`config.mk`:
```
export PLATFORM = sky130hd
export DESIGN_NAME = ssc_ctrl
export DESIGN_NICKNAME = d
export VERILOG_FILES = /design/src/rtl/ssc_pkg.sv /design/src/rtl/ssc_ctrl.sv /design/src/rtl/ssc_rx.sv /design/src/rtl/ssc_sync.sv
export VERILOG_INCLUDE_DIRS = /design/src /design/src/rtl
export SDC_FILE = /design/constraint.sdc
export NUM_CORES = 1
export LEC_CHECK = 0
export ABC_AREA = 1
export BUFFER_PORTS_ARGS = -buffer_cell sky130_fd_sc_hd__clkbuf_2
export CAP_MARGIN = 20
export CORE_UTILIZATION = 28
export DETAILED_ROUTE_END_ITERATION = 7
export PLACE_DENSITY = 0.43
export SLEW_MARGIN = 0
export SYNTH_ARGS = -nofsm -noshare
export SYNTH_HDL_FRONTEND = slang
export SYNTH_SLANG_ARGS = --single-unit
```
`constraint.sdc`:
```
create_clock -name clk_in -period 4.8 [get_ports clk_in]
set_clock_uncertainty 0.1 [all_clocks]
set_input_delay 0.48 -clock clk_in [delete_from_list [all_inputs] [get_ports clk_in]]
set_output_delay 0.48 -clock clk_in [all_outputs]
set_load 0.01 [all_outputs]
```
`src/rtl/ssc_consts.svh`:
```
`ifndef SSC_CONSTS_SVH
`define SSC_CONSTS_SVH

// ======================================
// register offsets
`define SSC_CMD_OFS 8'h00
`define SSC_RFM_OFS 8'h0C
`define SSC_TFM_OFS 8'h1C
`define SSC_RXW_OFS 8'h20
`define SSC_TXW_OFS 8'h24
`define SSC_RSW_OFS 8'h30
`define SSC_TSW_OFS 8'h34
`define SSC_RC0_OFS 8'h38
`define SSC_RC1_OFS 8'h3C
`define SSC_SR_OFS  8'h40
`define SSC_IES_OFS 8'h44
`define SSC_IEC_OFS 8'h48
`define SSC_IEM_OFS 8'h4C

// ======================================
// status and mask bit positions
`define SSC_SR_TRANSMIT_READY_FLAG 0
`define SSC_SR_TXEMP 1
`define SSC_SR_RECEIVE_READY_FLAG 4
`define SSC_SR_RECEIVE_OVERRUN_FLAG 5
`define SSC_SR_CP0   8
`define SSC_SR_CP1   9
`define SSC_SR_TRANSMIT_FRAME_SYNC_FLAG 10
`define SSC_SR_RECEIVE_FRAME_SYNC_FLAG 11
`define SSC_SR_TRANSMITTER_ENABLED  16
`define SSC_SR_RECEIVER_ENABLED  17
`define SSC_IRQ_BITS 32'h00000F33

// ======================================
// command and frame mode fields
`define SSC_CMD_RECEIVER_ENABLED  0
`define SSC_CMD_RECEIVER_DISABLE_CMD 1
`define SSC_CMD_TRANSMITTER_ENABLED  8
`define SSC_CMD_TRANSMITTER_DISABLE_CMD 9
`define SSC_LEN_HI    4
`define SSC_SLEN_HI   19
`define SSC_SLEN_LO   16
`define SSC_SYNC_DATA_ENABLE     23

// ======================================
// reset values
`define SSC_RST_WORD  32'h00000000
`define SSC_RST_HALF  16'h0000

`endif

```
`src/rtl/ssc_pkg.sv`:
```
package ssc_pkg;

   typedef enum logic [3:0] {
      TX_IDLE = 4'b0001,
      TX_SYNC = 4'b0010,
      TX_DATA = 4'b0100,
      TX_LAST = 4'b1000
   } ssc_tx_e;

endpackage

```
`src/rtl/ssc_ctrl.sv`:
```
`timescale 1ns/1ns
`include "ssc_consts.svh"

// Function
// RL1 - received word is right-justified in receive_word, bit 0 least significant
// RL2 - software writes transmit_word right-justified; low bits are sent
// RL3 - receive-enable flag set by command, cleared after disable once idle
// RL4 - transmit-enable flag set by command, cleared after disable once idle
// RL5 - receive sync flag set on receive frame sync, cleared by status read
// RL6 - transmit sync flag set on transmit frame sync, cleared by status read
// RL7 - compare-one flag set on compare-one event, cleared by status read
// RL8 - compare-zero flag set on compare-zero event, cleared by status read
// RL9 - overrun flag set when unread receive_word is overwritten, cleared by status read
// RL10 - receive ready set on word load, dropped when receive_word is read
// RL11 - transmit drained only when holding register empty and shifter done
// RL12 - transmit ready while holding register empty, dropped on load
// RL13 - writing ones to irq_enable_set sets those mask bits only
// RL14 - writing ones to irq_enable_clear clears those mask bits only
// RL15 - mask bit one enables its source; mask is readable
// RL16 - with sync data enable, sync word is shifted out during frame sync
// RL17 - data words carry word length field plus one bits
// RL18 - interrupt high while any flag is set with its mask bit set
module ssc_ctrl
   import ssc_pkg::*;
(
   input  wire logic        clk_in,
   input  wire logic        sys_rst_in,
   input  wire logic        ce_in,
   input  wire logic [7:0]  addr_in,
   input  wire logic [31:0] wr_data_in,
   input  wire logic        wr_en_in,
   input  wire logic        rd_en_in,
   output logic      [31:0] rd_data_out,
   input  wire logic        rx_clock_in,
   input  wire logic        rx_sync_in,
   input  wire logic        rx_data_in,
   input  wire logic        tx_clock_in,
   input  wire logic        tx_sync_in,
   output logic             tx_data_out,
   output logic             irq_out
);

   // ======================================
   // helpers
   function automatic logic word_hit(input logic [31:0] w, input logic [15:0] c);
      word_hit = (w[15:0] == c);
   endfunction

   function automatic logic acc(input logic en, input logic [7:0] a, input logic [7:0] o);
      acc = en && (a == o);
   endfunction

   // ======================================
   // declarations
   logic [4:0]  pins;
   logic        rxc_l;
   logic        rxs_l;
   logic        rxd_l;
   logic        txc_l;
   logic        txs_l;
   logic [31:0] rx_sr;
   logic        rx_load;
   logic [15:0] rx_sync_word;
   logic        rx_frame;
   logic        rx_busy;
   logic [31:0] rfm;
   logic [31:0] tfm;
   logic [31:0] receive_word;
   logic [31:0] transmit_word;
   logic [31:0] shifter;
   logic [15:0] transmit_sync_word;
   logic [15:0] cmp0;
   logic [15:0] cmp1;
   logic [31:0] mask;
   logic [31:0] status;
   logic        rx_en;
   logic        tx_en;
   logic        rx_dis_pend;
   logic        tx_dis_pend;
   logic        receive_frame_sync_flag_f;
   logic        transmit_frame_sync_flag_f;
   logic        cp0_f;
   logic        cp1_f;
   logic        ovr_f;
   logic        receive_ready_flag_f;
   logic        thr_full;
   logic        txc_prev;
   logic        txs_prev;
   logic        tx_rise;
   logic        tx_fall;
   logic        tx_frame;
   logic        tx_move;
   logic        rx_take;
   logic        wr_cmd;
   logic        wr_thr;
   logic        rd_sr;
   logic        rd_rhr;
   logic [4:0]  tx_cnt;
   logic [4:0]  tx_len;
   logic [3:0]  tx_slen;
   ssc_tx_e     tx_state;

   // ======================================
   // link pins, all sampled through three flops
   assign pins = {rx_clock_in, rx_sync_in, rx_data_in, tx_clock_in, tx_sync_in};

   ssc_sync #(
      .W (5)
   ) u_sync (
      .clk_in     (clk_in),
      .sys_rst_in (sys_rst_in),
      .ce_in      (ce_in),
      .d_in       (pins),
      .q_out      ({rxc_l, rxs_l, rxd_l, txc_l, txs_l})
   );

   ssc_rx u_rx (
      .clk_in        (clk_in),
      .sys_rst_in    (sys_rst_in),
      .ce_in         (ce_in),
      .en_in         (rx_en),
      .clk_lvl_in    (rxc_l),
      .sync_lvl_in   (rxs_l),
      .data_lvl_in   (rxd_l),
      .len_in        (rfm[`SSC_LEN_HI:0]),
      .word_out      (rx_sr),
      .load_out      (rx_load),
      .sync_word_out (rx_sync_word),
      .frame_out     (rx_frame),
      .busy_out      (rx_busy)
   );

   // ======================================
   // bus decode
   assign wr_cmd  = acc(wr_en_in, addr_in, `SSC_CMD_OFS);
   assign wr_thr  = acc(wr_en_in, addr_in, `SSC_TXW_OFS);
   assign rd_sr   = acc(rd_en_in, addr_in, `SSC_SR_OFS);
   assign rd_rhr  = acc(rd_en_in, addr_in, `SSC_RXW_OFS);
   assign rx_take = rx_load && rx_en;
   assign tx_len  = tfm[`SSC_LEN_HI:0];
   assign tx_slen = tfm[`SSC_SLEN_HI:`SSC_SLEN_LO];

   always_ff @(posedge clk_in) begin
      if (sys_rst_in) begin
         rfm                <= `SSC_RST_WORD;
         tfm                <= `SSC_RST_WORD;
         transmit_sync_word <= `SSC_RST_HALF;
         cmp0               <= `SSC_RST_HALF;
         cmp1               <= `SSC_RST_HALF;
      end else if (ce_in && wr_en_in) begin
         unique case (addr_in)
            `SSC_RFM_OFS: rfm                <= wr_data_in;
            `SSC_TFM_OFS: tfm                <= wr_data_in;
            `SSC_TSW_OFS: transmit_sync_word <= wr_data_in[15:0];
            `SSC_RC0_OFS: cmp0               <= wr_data_in[15:0];
            `SSC_RC1_OFS: cmp1               <= wr_data_in[15:0];
            default: ;
         endcase
      end
   end

   // ======================================
   // enable flags; a disable waits for the side to go idle
   always_ff @(posedge clk_in) begin
      if (sys_rst_in) begin
         rx_en       <= 1'b0;
         rx_dis_pend <= 1'b0;
      end else if (ce_in) begin
         if (wr_cmd && wr_data_in[`SSC_CMD_RECEIVER_DISABLE_CMD]) begin
            rx_dis_pend <= 1'b1;
         end else if (wr_cmd && wr_data_in[`SSC_CMD_RECEIVER_ENABLED]) begin
            rx_en       <= 1'b1;                                 // [RL3]
            rx_dis_pend <= 1'b0;
         end else if (rx_dis_pend && !rx_busy) begin
            rx_en       <= 1'b0;                                 // [RL3]
            rx_dis_pend <= 1'b0;
         end
      end
   end

   always_ff @(posedge clk_in) begin
      if (sys_rst_in) begin
         tx_en       <= 1'b0;
         tx_dis_pend <= 1'b0;
      end else if (ce_in) begin
         if (wr_cmd && wr_data_in[`SSC_CMD_TRANSMITTER_DISABLE_CMD]) begin
            tx_dis_pend <= 1'b1;
         end else if (wr_cmd && wr_data_in[`SSC_CMD_TRANSMITTER_ENABLED]) begin
            tx_en       <= 1'b1;                                 // [RL4]
            tx_dis_pend <= 1'b0;
         end else if (tx_dis_pend && tx_state == TX_IDLE) begin
            tx_en       <= 1'b0;                                 // [RL4]
            tx_dis_pend <= 1'b0;
         end
      end
   end

   // ======================================
   // receive holding and event flags; a set in the read cycle wins
   always_ff @(posedge clk_in) begin
      if (sys_rst_in) begin
         receive_word <= `SSC_RST_WORD;
      end else if (ce_in && rx_take) begin
         receive_word <= rx_sr;                                  // [RL1]
      end
   end

   always_ff @(posedge clk_in) begin
      if (sys_rst_in) begin
         receive_ready_flag_f <= 1'b0;
         ovr_f   <= 1'b0;
      end else if (ce_in) begin
         receive_ready_flag_f <= rx_take | (receive_ready_flag_f & ~rd_rhr);               // [RL10]
         ovr_f   <= (rx_take & receive_ready_flag_f) | (ovr_f & ~rd_sr);      // [RL9]
      end
   end

   always_ff @(posedge clk_in) begin
      if (sys_rst_in) begin
         receive_frame_sync_flag_f <= 1'b0;
         transmit_frame_sync_flag_f <= 1'b0;
         cp0_f   <= 1'b0;
         cp1_f   <= 1'b0;
      end else if (ce_in) begin
         receive_frame_sync_flag_f <= rx_frame | (receive_frame_sync_flag_f & ~rd_sr);               // [RL5]
         transmit_frame_sync_flag_f <= tx_frame | (transmit_frame_sync_flag_f & ~rd_sr);               // [RL6]
         cp0_f   <= (rx_take & word_hit(rx_sr, cmp0)) | (cp0_f & ~rd_sr); // [RL8]
         cp1_f   <= (rx_take & word_hit(rx_sr, cmp1)) | (cp1_f & ~rd_sr); // [RL7]
      end
   end

   // ======================================
   // transmit holding register
   always_ff @(posedge clk_in) begin
      if (sys_rst_in) begin
         transmit_word <= `SSC_RST_WORD;
         thr_full      <= 1'b0;
      end else if (ce_in) begin
         if (wr_thr) begin
            transmit_word <= wr_data_in;                         // [RL2]
         end
         thr_full <= wr_thr | (thr_full & ~tx_move);             // [RL12]
      end
   end

   always_ff @(posedge clk_in) begin
      if (sys_rst_in) begin
         shifter <= `SSC_RST_WORD;
      end else if (ce_in && tx_move) begin
         shifter <= transmit_word;
      end
   end

   // ======================================
   // transmit link edges; data changes on falling link clock edges
   assign tx_rise  = txc_l & ~txc_prev;
   assign tx_fall  = ~txc_l & txc_prev;
   assign tx_frame = tx_rise & txs_l & ~txs_prev;
   assign tx_move  = thr_full && ((tx_state == TX_IDLE && tx_frame && tx_en &&
                     !tfm[`SSC_SYNC_DATA_ENABLE]) || (tx_state == TX_SYNC && tx_fall &&
                     tx_cnt == 5'h00));

   always_ff @(posedge clk_in) begin
      if (sys_rst_in) begin
         txc_prev <= 1'b0;
         txs_prev <= 1'b0;
      end else if (ce_in) begin
         txc_prev <= txc_l;
         if (tx_rise) begin
            txs_prev <= txs_l;
         end
      end
   end

   // one word per frame keeps the shifter simple; the last bit holds a full period
   always_ff @(posedge clk_in) begin
      if (sys_rst_in) begin
         tx_state    <= TX_IDLE;
         tx_cnt      <= 5'h00;
         tx_data_out <= 1'b0;
      end else if (ce_in) begin
         unique case (tx_state)
            TX_IDLE: begin
               if (tx_frame && tx_en && tfm[`SSC_SYNC_DATA_ENABLE]) begin
                  tx_state <= TX_SYNC;
                  tx_cnt   <= {1'b0, tx_slen};
               end else if (tx_move) begin
                  tx_state <= TX_DATA;
                  tx_cnt   <= tx_len;                            // [RL17]
               end
            end
            TX_SYNC: begin
               if (tx_fall) begin
                  tx_data_out <= transmit_sync_word[tx_cnt[3:0]]; // [RL16]
                  if (tx_cnt == 5'h00) begin
                     tx_state <= tx_move ? TX_DATA : TX_LAST;
                     tx_cnt   <= tx_len;                         // [RL17]
                  end else begin
                     tx_cnt <= tx_cnt - 5'h01;
                  end
               end
            end
            TX_DATA: begin
               if (tx_fall) begin
                  tx_data_out <= shifter[tx_cnt];                // [RL2]
                  if (tx_cnt == 5'h00) begin
                     tx_state <= TX_LAST;
                  end else begin
                     tx_cnt <= tx_cnt - 5'h01;
                  end
               end
            end
            TX_LAST: begin
               if (tx_fall) begin
                  tx_data_out <= 1'b0;
                  tx_state    <= TX_IDLE;
               end
            end
         endcase
      end
   end

   // ======================================
   // status, mask and interrupt
   always_comb begin
      status                = '0;
      status[`SSC_SR_TRANSMIT_READY_FLAG] = !thr_full;                          // [RL12]
      status[`SSC_SR_TXEMP] = !thr_full && tx_state == TX_IDLE;   // [RL11]
      status[`SSC_SR_RECEIVE_READY_FLAG] = receive_ready_flag_f;
      status[`SSC_SR_RECEIVE_OVERRUN_FLAG] = ovr_f;
      status[`SSC_SR_CP0]   = cp0_f;
      status[`SSC_SR_CP1]   = cp1_f;
      status[`SSC_SR_TRANSMIT_FRAME_SYNC_FLAG] = transmit_frame_sync_flag_f;
      status[`SSC_SR_RECEIVE_FRAME_SYNC_FLAG] = receive_frame_sync_flag_f;
      status[`SSC_SR_TRANSMITTER_ENABLED]  = tx_en;
      status[`SSC_SR_RECEIVER_ENABLED]  = rx_en;
   end

   always_ff @(posedge clk_in) begin
      if (sys_rst_in) begin
         mask <= `SSC_RST_WORD;
      end else if (ce_in) begin
         if (acc(wr_en_in, addr_in, `SSC_IES_OFS)) begin
            mask <= mask | (wr_data_in & `SSC_IRQ_BITS);         // [RL13]
         end else if (acc(wr_en_in, addr_in, `SSC_IEC_OFS)) begin
            mask <= mask & ~wr_data_in;                          // [RL14]
         end
      end
   end

   assign irq_out = |(status & mask);                             // [RL15] [RL18]

   // read data stand one cycle after the strobe; unmapped reads give zero
   always_ff @(posedge clk_in) begin
      if (sys_rst_in) begin
         rd_data_out <= `SSC_RST_WORD;
      end else if (ce_in) begin
         rd_data_out <= `SSC_RST_WORD;
         if (rd_en_in) begin
            unique case (addr_in)
               `SSC_RFM_OFS: rd_data_out <= rfm;
               `SSC_TFM_OFS: rd_data_out <= tfm;
               `SSC_RXW_OFS: rd_data_out <= receive_word;
               `SSC_RSW_OFS: rd_data_out <= {16'h0000, rx_sync_word};
               `SSC_TSW_OFS: rd_data_out <= {16'h0000, transmit_sync_word};
               `SSC_RC0_OFS: rd_data_out <= {16'h0000, cmp0};
               `SSC_RC1_OFS: rd_data_out <= {16'h0000, cmp1};
               `SSC_SR_OFS:  rd_data_out <= status;
               `SSC_IEM_OFS: rd_data_out <= mask;                // [RL15]
               default: ;
            endcase
         end
      end
   end
endmodule

```
`src/rtl/ssc_rx.sv`:
```
`timescale 1ns/1ns
`include "ssc_consts.svh"

// ======================================
// receive deserialiser, samples on link clock rising edges
module ssc_rx (
   input  wire logic        clk_in,
   input  wire logic        sys_rst_in,
   input  wire logic        ce_in,
   input  wire logic        en_in,
   input  wire logic        clk_lvl_in,
   input  wire logic        sync_lvl_in,
   input  wire logic        data_lvl_in,
   input  wire logic [4:0]  len_in,
   output logic      [31:0] word_out,
   output logic             load_out,
   output logic      [15:0] sync_word_out,
   output logic             frame_out,
   output logic             busy_out
);

   logic       clk_prev;
   logic       sync_prev;
   logic       rise;
   logic [4:0] cnt;
   logic [15:0] ssr;

   assign rise      = clk_lvl_in & ~clk_prev;
   assign frame_out = rise & sync_lvl_in & ~sync_prev;

   always_ff @(posedge clk_in) begin
      if (sys_rst_in) begin
         clk_prev  <= 1'b0;
         sync_prev <= 1'b0;
      end else if (ce_in) begin
         clk_prev <= clk_lvl_in;
         if (rise) begin
            sync_prev <= sync_lvl_in;
         end
      end
   end

   // bits seen while frame sync is high form the sync word
   always_ff @(posedge clk_in) begin
      if (sys_rst_in) begin
         ssr           <= `SSC_RST_HALF;
         sync_word_out <= `SSC_RST_HALF;
      end else if (ce_in && rise) begin
         if (sync_lvl_in && !sync_prev) begin
            ssr <= {15'h0000, data_lvl_in};
         end else if (sync_lvl_in) begin
            ssr <= {ssr[14:0], data_lvl_in};
         end else if (sync_prev) begin
            sync_word_out <= ssr;
         end
      end
   end

   // shifting in at bit 0 keeps the word right-justified for any length
   always_ff @(posedge clk_in) begin
      if (sys_rst_in) begin
         word_out <= `SSC_RST_WORD;
         cnt      <= 5'h00;
         busy_out <= 1'b0;
         load_out <= 1'b0;
      end else if (ce_in) begin
         load_out <= 1'b0;
         if (rise && !sync_lvl_in && sync_prev && en_in) begin
            word_out <= {31'h00000000, data_lvl_in};  // [RL1]
            cnt      <= len_in;                       // [RL17]
            busy_out <= (len_in != 5'h00);
            load_out <= (len_in == 5'h00);
         end else if (rise && busy_out) begin
            word_out <= {word_out[30:0], data_lvl_in}; // [RL1]
            cnt      <= cnt - 5'h01;
            if (cnt == 5'h01) begin
               busy_out <= 1'b0;
               load_out <= 1'b1;
            end
         end
      end
   end

endmodule

```
`src/rtl/ssc_sync.sv`:
```
`timescale 1ns/1ns

// ======================================
// three-stage pin synchroniser, output moves once stages two and three agree
module ssc_sync #(
   parameter int W = 1
) (
   input  wire logic         clk_in,
   input  wire logic         sys_rst_in,
   input  wire logic         ce_in,
   input  wire logic [W-1:0] d_in,
   output logic      [W-1:0] q_out
);

   logic [W-1:0] s1;
   logic [W-1:0] s2;
   logic [W-1:0] s3;

   always_ff @(posedge clk_in) begin
      if (sys_rst_in) begin
         s1 <= '0;
         s2 <= '0;
         s3 <= '0;
      end else if (ce_in) begin
         s1 <= d_in;
         s2 <= s1;
         s3 <= s2;
      end
   end

   always_ff @(posedge clk_in) begin
      if (sys_rst_in) begin
         q_out <= '0;
      end else if (ce_in) begin
         q_out <= (s2 & ~(s2 ^ s3)) | (q_out & (s2 ^ s3));
      end
   end

endmodule
```
======== Yosys cells after proc, flatten, opt, wreduce, memory -nomap -nowiden ========
Cells that the tools add are included.
storage, ports and cells
  flip-flop bits (word level) ............. 388
cells by class
  add/subtract/negate cells ............... 2
  order comparisons ....................... 2
  equal/unequal tests ..................... 26
  muxes and demuxes ....................... 48
  bitwise gates (word level) .............. 45
  reductions and logical operators ........ 72
operator list
  cell                                                                   count
  32-bit case mux with 9 select lines                                    1
  32-bit 2-to-1 mux                                                      5
  8-bit by 6-bit equality test with 1-bit output, second input constant  6
  5-bit 2-to-1 mux                                                       8
  18-bit by 32-bit bitwise AND with 32-bit output                        1
  32-bit bitwise AND                                                     1
  16-bit equality test                                                   2
  8-bit by 7-bit equality test with 1-bit output, second input constant  4
  16-bit 2-to-1 mux                                                      2
  4-bit 2-to-1 mux                                                       8
  32-bit NOT                                                             1
  32-bit by 12-bit bitwise OR with 32-bit output                         1
  32-bit OR reduction                                                    1
  1-bit logical AND                                                      31
  2-bit AND reduction                                                    13
  1-bit 2-to-1 mux                                                       19
  1-bit bitwise AND                                                      17
  4-bit case mux with 4 select lines                                     1
  5-bit case mux with 3 select lines                                     1
  1-bit NOT                                                              12
  2-bit nonzero test                                                     6
  3-bit nonzero test                                                     4
  5-bit bitwise AND                                                      2
  5-bit logical NOT                                                      2
  29 further kinds                                                       46

======== Depth between registers and ports, before layout ========
  depth in word-level cells ............... 13
  mapped depth ............................ 13
  depth with buffers taken out ............ 12

======== Cells and area by module ========
Synthesis repeated with hierarchy kept, for this count alone.
second synthesis, totals
  cells, all modules ...................... 2465
  area total of the unflattened synthesis .. 17282.8 sq um
by module, submodules not included
  module    instances  cells each  area an instance (sq um)  sequential area each (sq um)
  ssc_ctrl  1          1915        13330.3                   5905.7
  ssc_rx    1          451         3166.8                    1461.4
  ssc_sync  1          99          785.8                     400.4

======== Least setup slack after synthesis ========
Ideal clock, no wire load.
  path type ............................... register -> register
  start point ............................. register tx_cnt[1]
  end point ............................... register shifter[24]
  arrival time ............................ 1797 ps
  data required time ...................... 4572 ps
  path slack .............................. 2774 ps
  stages on the path, launching flop included .. 12
  buffers on the path ..................... 2
  cell sequence ........................... dfxtp_1 -> inv_1 -> buf_1 -> ha_1 -> nand2_1 -> nor2_2 -> nand3_1 -> nand2_2 -> nand3_2 -> clkbuf_1 -> o21ai_0 -> a21oi_1
on the way
  cells in the longest elaborated chain, start to end .. 5
RTL lines
  what                    line             source
  start, declared         ssc_ctrl.sv:98   logic [4:0] tx_cnt;
  start signal, assigned  ssc_ctrl.sv:286  tx_cnt <= {1'b0, tx_slen};
  start signal, assigned  ssc_ctrl.sv:289  tx_cnt <= tx_len;
  start signal, assigned  ssc_ctrl.sv:297  tx_cnt <= tx_len;
  5-bit logical NOT       ssc_ctrl.sv:261  tx_cnt == 5'h00));
  1-bit logical AND       ssc_ctrl.sv:260  !tfm[`SSC_SYNC_DATA_ENABLE]) || (tx_state == TX_SYNC && tx_fall &&
  1-bit logical OR        ssc_ctrl.sv:259  assign tx_move = thr_full && ((tx_state == TX_IDLE && tx_frame && tx_en &&
  1-bit logical AND       ssc_ctrl.sv:259
  1-bit logical AND       ssc_ctrl.sv:249  end else if (ce_in && tx_move) begin
  end signal, assigned    ssc_ctrl.sv:248  shifter <= `SSC_RST_WORD;
  end signal, assigned    ssc_ctrl.sv:250  shifter <= transmit_word;
  end, declared           ssc_ctrl.sv:70   logic [31:0] shifter;
Every way passes these cells.
A chain may end at the register's enable or synchronous reset.

======== Worst setup path after layout ========
  start point ............................. register tx_cnt[1]
  end point ............................... register shifter[9]
The elaborated chain is that of the path after synthesis.

==> flow_metrics.tcl <==
set metrics [dict create \
    violations "DRC" \
    grt_pass1_wl_um 90200 \
    ys.flop_type "dfxtp_1" \
    syn_avg_cell_area_um2 7.160 \
    slew_violations 0 \
    syn2layout_area_growth_pct 15.30 \
    ys_async_sr_fraction_pct 0 \
    worst_slew_pin_slew_ns 1.018 \
    synth_warnings 0 \
    pwr_density_cell_nw_per_um2 410.1 \
    synth_common_cells "542 x nand2_1, 388 x dfxtp_1, 318 x a21oi_1" \
    ctsResizeCount 0 \
    max_slew_margin_pct 31.87 \
    die-width_um 246.8 \
    final_area_um2 19340 \
    worst_slack_ns 1.615 \
    maxCapViolations 0 \
    multiInputGateArea_um2 7559 \
    cts_tree "built" \
    gp_congestion 0.8587 \
    cts_made_buffers 46 \
    placed_area_um2 17750 \
    htree_levels 2 \
    post-cts-setup-buffer-count 0 \
    synth_top_area_share_pct 46.30 \
    path_clk_slew_ns 0.06 \
    run_status "finished with violations" \
    syn_area_um2 16780 \
    p_leak_uw 0.007716 \
    die_h_um 246.8 \
    firstDrtPassIters 7 \
    synth-seq-area-share_pct 46.30 \
    clock_latency_ns 0.58 \
    yosysMostFrequentCell "nand2_1" \
    drcViolationCount 14 \
    antenna_left 0 \
    place_ws_ns 1.544 \
    synth_cells 2343 \
    synth_area_leaders "dfxtp_1 46%, nand2_1 12%, a21oi_1 9.5%" \
    grt_max_degree 103 \
    peakVddDrop_v 0.0002390 \
    fillers 6342 \
    ys_seq_elements 388 \
    layout.cells.non_filler 3160 \
    wl_per_cell_um 19.02 \
    finalCritPeriodShare_pct 66.36 \
    place_inst 3081 \
    track_usage_pct 19.58 \
    antenna_found_initial 0 \
    max_clock_freq_mhz 314.0 \
    synth_edf_count 0 \
    grt_overflow 0 \
    via_count 15560 \
    drive_gt1_share_pct 9.258 \
    cts_root_buffer "clkbuf_16" \
    arrival_ns 3.55 \
    tns_ns 0 \
    portBuffers 83 \
    cp_max_fo 36 \
    period_needed_ns 3.185 \
    viasPerCell 4.924 \
    numClockSinks 388 \
    cp-end-kind "flop" \
    start_kind "flop" \
    ys_types 43 \
    postCtsHoldBufs 0 \
    hold_class "in2reg" \
    final_nets 2410 \
    synth.largest_area_cell "dfxtp_1" \
    start_util_pct 28.37 \
    regArea_um2 7767 \
    grt_setup_unrepaired "no" \
    dp_hpwl_um 41460 \
    antenna_cells 0 \
    finalSetupViolCount 0 \
    fin_total_pwr_uw 7931 \
    core_area_um2 59130 \
    path_class "reg2reg" \
    grt_pass1_vias 14430 \
    routed_wl_um 60110 \
    drt_iter0_drc 1288 \
    die-area_um2 60900 \
    cts.path.max_buffers 3 \
    num_rows 89 \
    hold_viol 0 \
    pin_count 84 \
    synth_fp_nets 2397 \
    worstPathRequired_ns 5.17 \
]
cell usage in the layout, fill, tap and decap left out, types with 10 or more instances in the layout:
cell / n
nand2_1: 542
clkbuf_2: 82
nand4_1: 29
xor2_1: 10
o21ai_0: 226
nand3_1: 126
nor2_1: 214
inv_1: 202
clkbuf_1: 11
dfxtp_1: 388
o211ai_1: 29
inv_2: 12
buf_4: 20
a21oi_1: 318
a211oi_1: 16
xnor2_1: 16
clkbuf_16: 47
state kept, by name, summed over array words and instances (netlist names), 24 cells and up, named ones only:
signal / flops
rd_data_out: 32
tfm: 32
mask: 24
transmit_word: 32
shifter: 32
u_rx.word_out: 32
rfm: 32
receive_word: 32
where the power goes:
part	internal, µW	leakage, µW	switching (µW)
clock network	2330	0.000780	1430
logic	252	0.00381	582
registers	3270	0.00313	81.6
kinds of logic after synthesis:
group | Yosys count | synth area share [%]
and+or+nand+nor | 951 | 23.96
DFF | 388 | 46.30
AOI/OAI and AO/OA | 617 | 19.38
xor gates and xnor gates | 26 | 1.357
adders and majority gates | 4 | 0.2983
buffers and inverters | 357 | 8.711
critical path, cell delays in order, from the launching register on:
cell     delay, ns
dfxtp_1       0.54
inv_1         0.61
ha_1          0.27
nand2_1       0.06
nor2_2        0.16
nand3_1       0.10
nand2_2       0.11
nand3_2       0.47
buf_16        0.38
o21ai_0       0.20
a21oi_1       0.06
stage by stage:
step	hold slack, ns	utilization [%]
4_1_cts	0.003069	32.71
3_5_place_dp	0.3343	30.02
6_report	0.02645	32.71
2_1_floorplan	0.3205	-
5_1_grt	0.02451	32.71
3_3_place_gp	0.3337	29.93
layer usage:
metal | track usage (%) | part of all wire, % | up-vias
met2 | 29.66 | 43 | 400
li1 | - | - | 7689
met4 | 4.829 | 1.9 | 0
met1 | 28.64 | 50 | 7394
met5 | 0 | 0 | -
met3 | 3.082 | 5.8 | 77
area by class of cell:
type	count	share of cell area, %
Clock inverter	14	1.436
Sequential cell	388	40.16
Inverter	217	4.250
Timing Repair Buffer	105	3.286
Clock buffer	65	6.792
Tap cell	773	5.000
Multi-Input combinational cell	1598	39.08
worst paths after layout:
path | start | to | slack [ns] | depth (start not counted)
max | tx_cnt[1] | shifter[9] | 1.61 | 10
min reg2reg | shifter[28] | shifter[28] | 0.34 | 2
min | rx_clock_in | u_sync.s1[4] | 0.03 | 3
max reg2reg | tx_cnt[1] | shifter[9] | 1.61 | 10
Note: power is estimated with default switching activity, not from simulation.
